<file path="src/hdl/gtc_pkg.sv">
// constants shared by the gated 16-bit timer control block
// assumes a byte-wide register port and one system clock
package gtc_pkg;

  // register indices on the plain register port
  localparam logic [3:0] ADDR_TIMER_CONTROL  = 4'h0;
  localparam logic [3:0] ADDR_COUNT_LOW      = 4'h1;
  localparam logic [3:0] ADDR_COUNT_HIGH     = 4'h2;
  localparam logic [3:0] ADDR_COMP_AUX       = 4'h3;
  localparam logic [3:0] ADDR_IRQ_STATUS     = 4'h4;
  localparam logic [3:0] ADDR_IRQ_MASK       = 4'h5;

  // timer_control field positions
  localparam int BIT_RUN          = 0;
  localparam int BIT_SRC_SELECT   = 1;
  localparam int BIT_SKIP_SYNC    = 2;
  localparam int BIT_LP_OSC_EN    = 3;
  localparam int BIT_DIV_LO       = 4;
  localparam int BIT_DIV_HI       = 5;
  localparam int BIT_GATE_EN      = 6;
  localparam int BIT_GATE_INVERT  = 7;

  // comparator_aux_control and interrupt field positions
  localparam int BIT_GATE_SRC_SEL = 1;
  localparam int BIT_ROLLOVER     = 0;

  // reset values
  localparam logic [7:0]  CONTROL_RESET  = 8'h00;
  localparam logic [7:0]  COMP_AUX_RESET = 8'h00;
  localparam logic [15:0] COUNT_RESET    = 16'h0000;
  localparam logic [15:0] COUNT_MAX      = 16'hFFFF;
  localparam logic [7:0]  READ_ZERO      = 8'h00;

  // instruction clock is the system clock divided by four
  localparam int          INSTR_DIVIDE   = 4;
  localparam logic [1:0]  INSTR_LAST     = 2'(INSTR_DIVIDE - 1);
  localparam logic [1:0]  INSTR_ZERO     = 2'h0;
  localparam logic [2:0]  PRESCALE_ZERO  = 3'h0;
  localparam logic [2:0]  PRESCALE_ONE   = 3'h1;

endpackage

</file>
<file path="src/hdl/gtc_tick_if.sv">
// tick path between edge detector, prescaler and the timer core
// assumes all members run on the one system clock
`timescale 1ns/1ns
`default_nettype none
interface gtc_tick_if;
  logic       ext_edge;  // qualified rising edge of the external input
  logic       clr;       // prescaler and edge arm clear, on count writes
  logic       in_tick;   // gated tick into the prescaler
  logic [1:0] div_sel;   // prescale code
  logic       pulse;     // prescaler output, one increment

  modport edge_end (output ext_edge, input clr);
  modport pre_end  (input in_tick, input clr, input div_sel, output pulse);
  modport core_end (input ext_edge, output clr, output in_tick, output div_sel, input pulse);
endinterface
`default_nettype wire

</file>
<file path="src/hdl/gtc_edge_detect.sv">
// external count input edge detector with optional synchroniser
// assumes i_enable is low while the timer is stopped or internally clocked
`timescale 1ns/1ns
`default_nettype none
module gtc_edge_detect (
  input  wire logic i_clock,
  input  wire logic i_sys_rst,
  input  wire logic i_ext_level,
  input  wire logic i_skip_sync,
  input  wire logic i_enable,
  gtc_tick_if.edge_end tick
);
  logic sync1_r;
  logic sync2_r;
  logic prev_r;
  logic armed_r;
  logic cur_level;

  // two-stage synchroniser, first stage feeds only the second
  always_ff @(posedge i_clock) begin
    if (i_sys_rst) begin
      sync1_r <= 1'b0;
      sync2_r <= 1'b0;
    end else begin
      sync1_r <= i_ext_level;
      sync2_r <= sync1_r;
    end
  end

  // skipping sync trades metastability margin for latency
  assign cur_level = i_skip_sync ? i_ext_level : sync2_r;

  always_ff @(posedge i_clock) begin
    if (i_sys_rst) begin
      prev_r <= 1'b0;
    end else begin
      prev_r <= cur_level;
    end
  end

  // a falling edge must be seen before the first counted rising edge
  always_ff @(posedge i_clock) begin
    if (i_sys_rst || tick.clr || !i_enable) begin
      armed_r <= 1'b0;
    end else if (prev_r && !cur_level) begin
      armed_r <= 1'b1;
    end
  end

  assign tick.ext_edge = armed_r && !prev_r && cur_level;
endmodule
`default_nettype wire

</file>
<file path="src/hdl/gtc_prescaler.sv">
// input prescaler dividing the gated tick by 1, 2, 4 or 8
// assumes clr is a one-cycle pulse from a count byte write
`timescale 1ns/1ns
`default_nettype none
module gtc_prescaler (
  input  wire logic i_clock,
  input  wire logic i_sys_rst,
  gtc_tick_if.pre_end tick
);
  logic [2:0] count_r;
  logic [2:0] mask;

  // mask of the count bits in use for the chosen ratio
  always_comb begin
    unique case (tick.div_sel)
      2'h0: mask = 3'h0;
      2'h1: mask = 3'h1;
      2'h2: mask = 3'h3;
      2'h3: mask = 3'h7;
    endcase
  end

  // counter is hidden from software, only reset or a count write clears it
  always_ff @(posedge i_clock) begin
    if (i_sys_rst || tick.clr) begin
      count_r <= gtc_pkg::PRESCALE_ZERO;
    end else if (tick.in_tick) begin
      count_r <= ((count_r & mask) == mask) ? gtc_pkg::PRESCALE_ZERO
                                            : count_r + gtc_pkg::PRESCALE_ONE;
    end
  end

  assign tick.pulse = tick.in_tick && !tick.clr && ((count_r & mask) == mask);
endmodule
`default_nettype wire

</file>
<file path="src/hdl/gtc_timer.sv">
// gated 16-bit up-counting timer: control, gate, counter, registers
// assumes a byte-wide register port with read data one cycle after the strobe
// Contract
// - with gate polarity set the timer counts while the gate is high, else while it is low.
// - when running, gate enable makes counting follow the gate; clear means always counting.
// - the prescale field divides the input clock by 8, 4, 2 or 1 for codes 11, 10, 01, 00.
// - the low-power oscillator enable turns that oscillator on as the timer clock.
// - with external source, skip-sync set passes the input raw, clear synchronises it.
// - with internal source the sync bit is ignored and the internal clock is used.
// - source select 1 counts external rising edges, 0 counts the instruction clock.
// - the run bit starts the timer when set and stops it when clear.
// - gate inversion applies to whichever gate source is selected.
// - the gate comes from the pin or the comparator, chosen in the comparator register.
// - the counter wraps from FFFFh to 0000h and sets the rollover flag.
// - a write to either count byte clears the hidden prescale counter.
// - in external mode a falling edge must precede the first counted rising edge.
// - the gate sources are the gate pin and the second comparator output.
//
// Design decisions made here: the address map and strobed register access.
`timescale 1ns/1ns
`default_nettype none
module gtc_timer #(
  parameter int COUNT_WIDTH = 16
) (
  input  wire logic       i_clock,
  input  wire logic       i_sys_rst,
  input  wire logic [3:0] i_addr,
  input  wire logic [7:0] i_wdata,
  input  wire logic       i_write,
  input  wire logic       i_read,
  output logic      [7:0] o_rdata,
  input  wire logic       i_ext_count_input,
  input  wire logic       i_lp_osc_out,
  input  wire logic       i_gate_input_pin,
  input  wire logic       i_second_comparator_output,
  output logic            o_low_power_osc_enable,
  output logic            o_irq
);
  // the byte register pair fixes the count at sixteen bits
  if (COUNT_WIDTH != 16) begin : g_width_check
    $error("gtc_timer supports only a 16-bit count");
  end

  logic [7:0]  control_r;
  logic [7:0]  comp_aux_r;
  logic [15:0] count_r;
  logic        rollover_flag_r;
  logic        rollover_irq_enable_r;
  logic [1:0]  instr_div_r;
  logic [7:0]  rdata_r;

  logic        counter_run;
  logic        count_source_select;
  logic        skip_input_sync;
  logic        low_power_osc_enable;
  logic        gate_count_enable;
  logic        gate_polarity_invert;
  logic        gate_source_select;
  logic        gate_raw;
  logic        gate_active;
  logic        count_allowed;
  logic        instr_tick;
  logic        ext_level;
  logic        count_write;
  logic        rollover;
  logic        status_read;

  gtc_tick_if tick ();

  // field decode of the control registers
  assign counter_run          = control_r[gtc_pkg::BIT_RUN];
  assign count_source_select  = control_r[gtc_pkg::BIT_SRC_SELECT];
  assign skip_input_sync      = control_r[gtc_pkg::BIT_SKIP_SYNC];
  assign low_power_osc_enable = control_r[gtc_pkg::BIT_LP_OSC_EN];
  assign gate_count_enable    = control_r[gtc_pkg::BIT_GATE_EN];
  assign gate_polarity_invert = control_r[gtc_pkg::BIT_GATE_INVERT];
  assign gate_source_select   = comp_aux_r[gtc_pkg::BIT_GATE_SRC_SEL];

  // bus decode
  assign count_write = i_write && ((i_addr == gtc_pkg::ADDR_COUNT_LOW) ||
                                   (i_addr == gtc_pkg::ADDR_COUNT_HIGH));
  assign status_read = i_read && (i_addr == gtc_pkg::ADDR_IRQ_STATUS);

  // timer control register, all zero after reset
  always_ff @(posedge i_clock) begin
    if (i_sys_rst) begin
      control_r <= gtc_pkg::CONTROL_RESET;
    end else if (i_write && (i_addr == gtc_pkg::ADDR_TIMER_CONTROL)) begin
      control_r <= i_wdata;
    end
  end

  // comparator auxiliary register, only the gate source bit acts here
  always_ff @(posedge i_clock) begin
    if (i_sys_rst) begin
      comp_aux_r <= gtc_pkg::COMP_AUX_RESET;
    end else if (i_write && (i_addr == gtc_pkg::ADDR_COMP_AUX)) begin
      comp_aux_r <= i_wdata;
    end
  end

  // oscillator enable drives the pad cell directly
  assign o_low_power_osc_enable = low_power_osc_enable;

  // with the oscillator on, its output replaces the count pin as source
  assign ext_level = low_power_osc_enable ? i_lp_osc_out : i_ext_count_input;

  // instruction clock divider, free running so the tick phase is stable
  always_ff @(posedge i_clock) begin
    if (i_sys_rst) begin
      instr_div_r <= gtc_pkg::INSTR_ZERO;
    end else if (instr_div_r == gtc_pkg::INSTR_LAST) begin
      instr_div_r <= gtc_pkg::INSTR_ZERO;
    end else begin
      instr_div_r <= instr_div_r + 2'h1;
    end
  end

  assign instr_tick = (instr_div_r == gtc_pkg::INSTR_LAST);

  // gate source mux and polarity; inversion sits after the mux
  assign gate_raw    = gate_source_select ? i_second_comparator_output
                                          : i_gate_input_pin;
  assign gate_active = gate_polarity_invert ? gate_raw : !gate_raw;

  // gate enable means nothing while stopped, since run gates everything
  assign count_allowed = counter_run && (!gate_count_enable || gate_active);

  // external edge detector, kept disarmed while the external path is unused
  gtc_edge_detect u_edge (
    .i_clock     (i_clock),
    .i_sys_rst   (i_sys_rst),
    .i_ext_level (ext_level),
    .i_skip_sync (skip_input_sync),
    .i_enable    (counter_run && count_source_select),
    .tick        (tick.edge_end)
  );

  // source select; the sync bit plays no part on the internal path
  assign tick.clr     = count_write;
  assign tick.div_sel = control_r[gtc_pkg::BIT_DIV_HI:gtc_pkg::BIT_DIV_LO];
  assign tick.in_tick = count_allowed &&
                        (count_source_select ? tick.ext_edge : instr_tick);

  gtc_prescaler u_prescale (
    .i_clock   (i_clock),
    .i_sys_rst (i_sys_rst),
    .tick      (tick.pre_end)
  );

  assign rollover = tick.pulse && (count_r == gtc_pkg::COUNT_MAX);

  // counter; a byte write takes precedence over an increment in the same cycle
  always_ff @(posedge i_clock) begin
    if (i_sys_rst) begin
      count_r <= gtc_pkg::COUNT_RESET;
    end else if (i_write && (i_addr == gtc_pkg::ADDR_COUNT_LOW)) begin
      count_r[7:0] <= i_wdata;
    end else if (i_write && (i_addr == gtc_pkg::ADDR_COUNT_HIGH)) begin
      count_r[15:8] <= i_wdata;
    end else if (tick.pulse) begin
      count_r <= count_r + 16'h0001;  // wraps to zero
    end
  end

  // rollover flag is sticky; a new rollover beats a clearing read
  always_ff @(posedge i_clock) begin
    if (i_sys_rst) begin
      rollover_flag_r <= 1'b0;
    end else if (rollover) begin
      rollover_flag_r <= 1'b1;
    end else if (status_read) begin
      rollover_flag_r <= 1'b0;
    end
  end

  // interrupt mask
  always_ff @(posedge i_clock) begin
    if (i_sys_rst) begin
      rollover_irq_enable_r <= 1'b0;
    end else if (i_write && (i_addr == gtc_pkg::ADDR_IRQ_MASK)) begin
      rollover_irq_enable_r <= i_wdata[gtc_pkg::BIT_ROLLOVER];
    end
  end

  assign o_irq = rollover_flag_r && rollover_irq_enable_r;

  // read data, registered; unmapped addresses read zero
  always_ff @(posedge i_clock) begin
    if (i_sys_rst) begin
      rdata_r <= gtc_pkg::READ_ZERO;
    end else if (i_read) begin
      unique case (i_addr)
        gtc_pkg::ADDR_TIMER_CONTROL: rdata_r <= control_r;
        gtc_pkg::ADDR_COUNT_LOW:     rdata_r <= count_r[7:0];
        gtc_pkg::ADDR_COUNT_HIGH:    rdata_r <= count_r[15:8];
        gtc_pkg::ADDR_COMP_AUX:      rdata_r <= comp_aux_r;
        gtc_pkg::ADDR_IRQ_STATUS:    rdata_r <= {7'h00, rollover_flag_r};
        gtc_pkg::ADDR_IRQ_MASK:      rdata_r <= {7'h00, rollover_irq_enable_r};
        default:                     rdata_r <= gtc_pkg::READ_ZERO;
      endcase
    end else begin
      rdata_r <= gtc_pkg::READ_ZERO;  // data stands only in the cycle after the read
    end
  end

  assign o_rdata = rdata_r;
endmodule
`default_nettype wire
</file>
<file path="config.mk">
export PLATFORM = sky130hd
export DESIGN_NAME = gtc_timer
export DESIGN_NICKNAME = d
export VERILOG_FILES = /design/src/hdl/gtc_pkg.sv /design/src/hdl/gtc_tick_if.sv /design/src/hdl/gtc_edge_detect.sv /design/src/hdl/gtc_prescaler.sv /design/src/hdl/gtc_timer.sv
export SDC_FILE = /design/constraint.sdc
export NUM_CORES = 1
export LEC_CHECK = 0
export BUFFER_PORTS_ARGS = -buffer_cell sky130_fd_sc_hd__buf_2
export CORE_MARGIN = 2
export CORE_UTILIZATION = 35
export CTS_CLUSTER_DIAMETER = 60
export DETAILED_ROUTE_END_ITERATION = 16
export PLACE_DENSITY = 0.5
export SLEW_MARGIN = 20
export SYNTH_ARGS = -nofsm -noshare
export SYNTH_HDL_FRONTEND = slang
export SYNTH_SLANG_ARGS = --single-unit
</file>
<file path="constraint.sdc">
create_clock -name i_clock -period 2.1 [get_ports i_clock]
set_input_delay 0.525 -clock i_clock [delete_from_list [all_inputs] [get_ports i_clock]]
set_output_delay 0.525 -clock i_clock [all_outputs]
set_load 0.01 [all_outputs]
</file>
==> out/results.txt, run 1 <==
Pleak: 0.001067 µW
Routed length per placed instance: 16.15 µm
Antenna Cells: 0
Sw Share: 27.02%
Multi-input logic area: 1476 µm²
Initial antenna violation count: 0
Via density: 5.403
Post-DRT Antenna Nets: 0
Vias: 2,453
Hold_ws: 0.4412 ns
Worst Path Max Fanout: 4
DP Wirelength: 5.597 mm
Fin crit share: 93.44%
Postcts setup bufs: 0
Max Freq: 509.6 MHz
Root Buffer: clkbuf_8
First-pass GRT wire length: 12.25 mm
Filler instances: 789
Post-synthesis sequential area ratio: 39.04%
Setup_tns: 0 ns
Clock Skews: 0.01504 ns
DIE AREA: 8178 µm²
Rel. slew slack: 70.77%
Die Wd: 90.44 µm
Seq cells post-synth: 51
Max-slew violation count: 0
Cts bufs inserted: 5
Gates resized, CTS repair: 0
Total of max-cap violations: 0
Leading area contributor after synthesis: dfxtp_1
Setup Viol. Count Final: 0
Critical Path Source: count_r[1]$_SDFFE_PP0P_
Min cycle time layout: 1.962 ns
Worst EP required: 2.35 ns
Post-route DRC: 0
Worst Setup Path Type: reg -> reg
Mean Syn Cell Area: 8.381 µm²
Slew @ Worst Pin: 0.4330 ns
Worst min-delay path class: reg -> reg
Gr usage total: 18.88%
Drt pass-1 iters: 5
Combinational share of power: 8.7%
Final Hold Vio Count: 0
Netlist cell types: 52
FF-to-FF Start: count_r[1]$_SDFFE_PP0P_
Area of the core: 7253 µm²
Nets: 377
Cell Area, Synth: 2615 µm²
Number of synthesized flops with an enable pin: 0
Ys Warns: 0
Hold buffers post-CTS: 0
Most frequent cells in the layout: dfxtp_1 (51), nand2_1 (41), a21oi_1 (37)
Register area: 1021 µm²
Unrepaired setup endpoints after global routing: no
Flop pwr share: 56.2%
Num ports: 30
Top FF cell, synth: dfxtp_1
Ys async rst share: 0%
Share of the synthesized area in the top cell type: 39.04%
Initial DRC Count: 164
PwrDens: 576.7 nW/µm²
CP Data Arrival Time: 2.22 ns
CTS tree: built
Clock power share: 35.2%
Clk pin slew, worst setup/hold paths: 0.11 ns
Die Ht: 90.44 µm
Int Power: 1287 µW
Vias in the first global route: 2,350
Longest Clk Path Bufs: 2
Final wirelength: 7.330 mm
Synthesized net count: 335
Crit start category: flip-flop
FP Rows: 31
Port buffer count: 29
Hold Path Origin: instr_div_r[0]$_SDFF_PP0_
H-tree depth: 2
Starting density of the core: 36.05%
Synth top area cells: dfxtp_1 (39%), a21oi_1 (7.1%), nand2_1 (5.9%), mux2i_1 (4.6%), nand3_1 (3.8%)
Critical Path Sink Type: flip-flop
Share of cells above drive strength 1: 22.82%
Grt total ovfl: 0
Outcome: completed
Commonest non-fill, non-tap cell in the layout: dfxtp_1
Net Sw Power: 476.3 µW
Clock sinks: 51
Worst-Skew Late Latency: 0.32 ns
Cells after Synth: 312
Largest net degree at the start of global routing: 27
Maximum VDD drop: 207.9 µV
Area grow syn2layout: 16.89%
Routability cong.: 0.8731
power by group through the flow:
stage	Clock [µW]	Combinational (µW)	Sequential, µW
floorplan	0	85.3	1010
global placement	0	152	1010
detailed placement	0	153	1010
CTS	637	153	991
global route	687	168	993
finish	620	153	990
metal layers:
metal	track usage (%)	wire, µm	vias to the layer above
met5	0	0	-
met4	7.436	182	0
met3	3.255	375	14
met2	29.32	3272	60
met1	26.08	3501	1154
li1	-	-	1225
cell families (layout without fill, tap and decap cells):
family / after synthesis / in the layout / synth area share [%]
DFF: 51 / 51 / 39.04
adders and majority gates: 3 / 3 / 1.436
muxes: 20 / 20 / 8.469
xor gates and xnor gates: 1 / 1 / 0.3350
AOI/OAI and AO/OA: 81 / 81 / 19.66
and+or+nand+nor: 135 / 135 / 26.32
buffers and inverters: 21 / 64 / 4.737
path summary, 6_finish.rpt:
check / to / slack [ns] / cells past startpoint
setup / recovery: count_r[14]$_SDFFE_PP0P_ / 0.14 / 7
hold / removal: instr_div_r[0]$_SDFF_PP0_ / 0.44 / 1
setup reg to reg: count_r[14]$_SDFFE_PP0P_ / 0.14 / 7
hold reg to reg: instr_div_r[0]$_SDFF_PP0_ / 0.44 / 1
cell type report:
class / count / share of cell area (%)
inverters: 2 / 0.2456
repair buffers: 54 / 10.89
clock inverters: 3 / 0.8596
well taps: 99 / 4.052
multi-input cells: 240 / 48.30
flip-flops and latches: 51 / 33.40
clock buffers: 5 / 2.251
sequential cells by signal (all words and copies together) (netlist names), 2 cells and up:
| name | cells |
|---|---|
| count_r | 16 |
| comp_aux_r | 8 |
| control_r | 8 |
| o_rdata | 8 |
| u_prescale.count_r | 3 |
| instr_div_r | 2 |
Yosys cell counts (2+ instances only):
library cell and number:
o32ai_1 7, mux2_2 7, nor2b_1 7, nor3b_1 2, nand2b_1 4, a21oi_1 37, nand3b_1 2, clkbuf_1 9
and2_1 2, o31ai_1 2, a22oi_1 9, a21boi_0 3, nand3_1 20, a211oi_1 2, inv_1 2, nand2_1 41
nand4_1 3, ha_1 3, nor2_1 24, dfxtp_1 51, clkbuf_8 3, buf_1 2, o21ai_0 10, buf_2 3
and3_1 3, nor4_1 2, or3_1 2, nor3_1 15, mux2i_1 12
worst max-delay path, cell delays in order, from the launching register on:
cell	delay [ns]
dfxtp_1	0.46
ha_1	0.25
nand2_1	0.07
nor2_1	0.12
nand2_1	0.15
or3_4	0.37
or3_1	0.31
a31oi_1	0.16
metrics by stage:
step / instances / setup WS (ns) / util, % / cell area [µm²] / total power, µW
after floorplan: 312 / 0.1569 / - / 2615 / 1095
after global placement: 446 / -0.01696 / 40.83 / 2962 / 1164
after detailed placement: 446 / -0.02509 / 40.83 / 2962 / 1165
after CTS: 454 / 0.1528 / 42.14 / 3057 / 1781
after global routing: 454 / 0.02803 / 42.14 / 3057 / 1848
final: 454 / 0.1378 / 42.14 / 3057 / 1763
Power figures use the tool's default switching activity.
==> run 2, diff against run 1 <==
==> constraint.sdc (replaced) <==
create_clock -name i_clock -period 1.86 [get_ports i_clock]
set_input_delay 0.465 -clock i_clock [delete_from_list [all_inputs] [get_ports i_clock]]
set_output_delay 0.465 -clock i_clock [all_outputs]
set_load 0.01 [all_outputs]
==> run 2 against run 1 <==
Net effect:
- count of clock-buffer cells in the layout up 1
- non-clock buffer count is 22 higher
- die area did not move
- flip-flop and latch count unchanged
- cell area up 7.7%
- maximum frequency rose by 5.7%
- sequential power grew 13%
- utilization rose by 3.2 points
- combinational power is 24% higher
- power grew 14%
- worst hold slack got worse by 0.016 ns
- critical endpoint is now count_r[3]$_SDFFE_PP0P_
==> out/results.txt, run 2 (synthesis results as in run 1) <==
Hold Path Origin: i_sys_rst
Routed length per placed instance: 16.61 µm (+2.9%)
Crit start category: flip-flop
Cell-by-cell trace of the critical path: mux2i_2 -> mux2_4 -> and4b_2 -> o21ai_4 -> buf_4 -> a21oi_1 -> o32ai_1
Hold path endpoint: u_edge.sync1_r$_SDFF_PP0_
Cell family with most CP delay: multiplexers
Antenna Cells: 0 (unchanged)
H-tree depth: 2 (unchanged)
Fin crit share: 99.78% (+6.3 points)
Drt pass-1 iters: 4 (-1)
Vias: 2,542 (+3.6%)
Gr usage total: 19.49% (+0.60 points)
Setup Viol. Count Final: 0 (unchanged)
Area of the core: 7253 µm² (unchanged)
CP Data Arrival Time: 2.07 ns (-0.15 ns)
Unrepaired setup endpoints after global routing: yes
FP Rows: 31 (unchanged)
Worst Setup Path Type: reg -> reg
Post-DRT Antenna Nets: 0 (unchanged)
Critical-path top delay cell: dfxtp_2
Outcome: completed
Postcts setup bufs: 0 (unchanged)
Max-slew violation count: 0 (unchanged)
Share of cells above drive strength 1: 31.03% (+8.2 points)
Critical Path Sink Type: flip-flop
Rel. slew slack: 69.83% (-0.93 points)
Via density: 5.340 (-1.2%)
Nets: 399 (+5.8%)
Flop2flop setup slack: 0.004 ns (-0.13 ns)
Die Ht: 90.44 µm (unchanged)
Worst Path Max Fanout: 5 (+1)
Grt total ovfl: 0 (unchanged)
Root Buffer: clkbuf_8
Slew @ Worst Pin: 0.4508 ns (+0.01779 ns)
Starting density of the core: 36.05% (unchanged)
Final wirelength: 7.906 mm (+7.9%)
Min cycle time layout: 1.856 ns (-0.1063 ns)
CP Buf/Inv Count: 1 (+1)
PwrDens: 608.1 nW/µm² (+5.4%)
Worst Reg2Reg Path Length in Cells: 7 (unchanged)
Clk pin slew, worst setup/hold paths: 0.10 ns (about the same)
Num ports: 30 (unchanged)
Largest net degree at the start of global routing: 19 (-30%)
Gates resized, CTS repair: 0 (unchanged)
Die Wd: 90.44 µm (unchanged)
Initial antenna violation count: 0 (unchanged)
Max Freq: 538.8 MHz (+5.7%)
Worst-Skew Late Latency: 0.31 ns (about the same)
FF-to-FF Start: comp_aux_r[1]$_SDFFE_PP0P_
Initial DRC Count: 141 (-14%)
Final Hold Vio Count: 0 (unchanged)
Pre-CTS WS: -0.1231 ns (-0.09797 ns)
DP Wirelength: 6.008 mm (+7.3%)
First-pass GRT wire length: 12.64 mm (+3.1%)
R2r endpoint: count_r[3]$_SDFFE_PP0P_
Setup_tns: 0 ns (unchanged)
Routability cong.: 0.8960 (+2.6%)
Maximum VDD drop: 297.8 µV (+43%)
Most frequent cells in the layout: buf_4 (46), dfxtp_1 (46), nand2_1 (41)
Post-route DRC: 0 (unchanged)
Worst min-delay path class: in -> reg
Filler instances: 751 (-4.8%)
Pleak: 0.001198 µW (+12%)
Port buffer count: 29 (unchanged)
Worst EP required: 2.08 ns (-0.27 ns)
Hold buffers post-CTS: 0 (unchanged)
CTS tree: built
Total of max-cap violations: 0 (unchanged)
Cts bufs inserted: 5 (unchanged)
Vias in the first global route: 2,436 (+3.7%)
Clock sinks: 51 (unchanged)
Area grow syn2layout: 25.89%
Largest register FFs: 16 (unchanged)
Clock Skews: 0.004168 ns (-0.01088 ns)
DIE AREA: 8178 µm² (unchanged)
Post-route setup slack: 0.004058 ns (-0.1337 ns)
Longest Clk Path Bufs: 2 (unchanged)
Slowest stage delay, CP: 0.36 ns (-0.10 ns)
Most flops, register: count_r
Hold Path Depth: 2 (+1)
==> run 2: changes by cell type in the layout (fill, tap and decap cells not counted), moves of 2 or more <==
cell     previous run  this run
o21ai_4             0         2
inv_6               2         0
a21oi_1            37        35
buf_4              25        46
dfxtp_2             0         5
a21oi_2             0         2
o21ai_0            10         8
dfxtp_1            51        46
==> run 2: how the worst max path moves through the flow <==
| stage | startpoint | endpoint | slack, ns | cells after the start |
|---|---|---|---|---|
| floorplan | i_lp_osc_out | count_r[14]$_SDFFE_PP0P_ | 0.003 | 6 |
| global placement | i_second_comparator_output | count_r[1]$_SDFFE_PP0P_ | -0.10 | 8 |
| detailed placement | i_second_comparator_output | count_r[1]$_SDFFE_PP0P_ | -0.12 | 8 |
| CTS | control_r[2]$_SDFFE_PP0P_ | count_r[14]$_SDFFE_PP0P_ | 0.01 | 6 |
| global route | comp_aux_r[1]$_SDFFE_PP0P_ | count_r[3]$_SDFFE_PP0P_ | -0.05 | 7 |
| finish | comp_aux_r[1]$_SDFFE_PP0P_ | count_r[3]$_SDFFE_PP0P_ | 0.004 | 7 |
==> run 2: stage by stage <==
step,std cells,hold slack [ns],utilization (%),instance area [µm²],total power [µW]
global route,476,0.4202,45.39,3292,2091
global placement,467,0.4190,43.14,3129,1326
detailed placement,467,0.4242,43.14,3129,1327
CTS,475,0.4131,44.51,3228,2026
finish,476,0.4247,45.39,3292,2002
floorplan,312,0.4056,-,2625,1238
==> run 2: area by class of cell <==
cell class / instances / area [µm²] / area share, %
Timing Repair Buffer: 76 / 501.7 / 15.24
Tap cell: 99 / 123.9 / 3.763
Clock inverter: 2 / 16.27 / 0.4941
Multi-Input combinational cell: 240 / 1533 / 46.56
Sequential cell: 51 / 1027 / 31.20
Inverter: 2 / 7.507 / 0.2280
Clock buffer: 6 / 82.58 / 2.509
==> run 2: worst reg2reg max path, cell delays in order (launching register included) <==
cell	delay, ns
dfxtp_2	0.36
mux2i_2	0.23
mux2_4	0.35
and4b_2	0.31
o21ai_4	0.21
buf_4	0.18
a21oi_1	0.04
o32ai_1	0.10
==> run 2: per-layer routing <==
layer,GRT usage [%],share of wire [%]
met1,27.01,48
met2,31.45,45
met3,3.339,5.1
met4,5.128,1.6
met5,0,0
==> run 2: where the power goes <==
group / total [µW] / internal, µW / switching [µW]
combinational: 190 / 77.4 / 113
clock: 695 / 305 / 390
sequential: 1120 / 1110 / 9.43
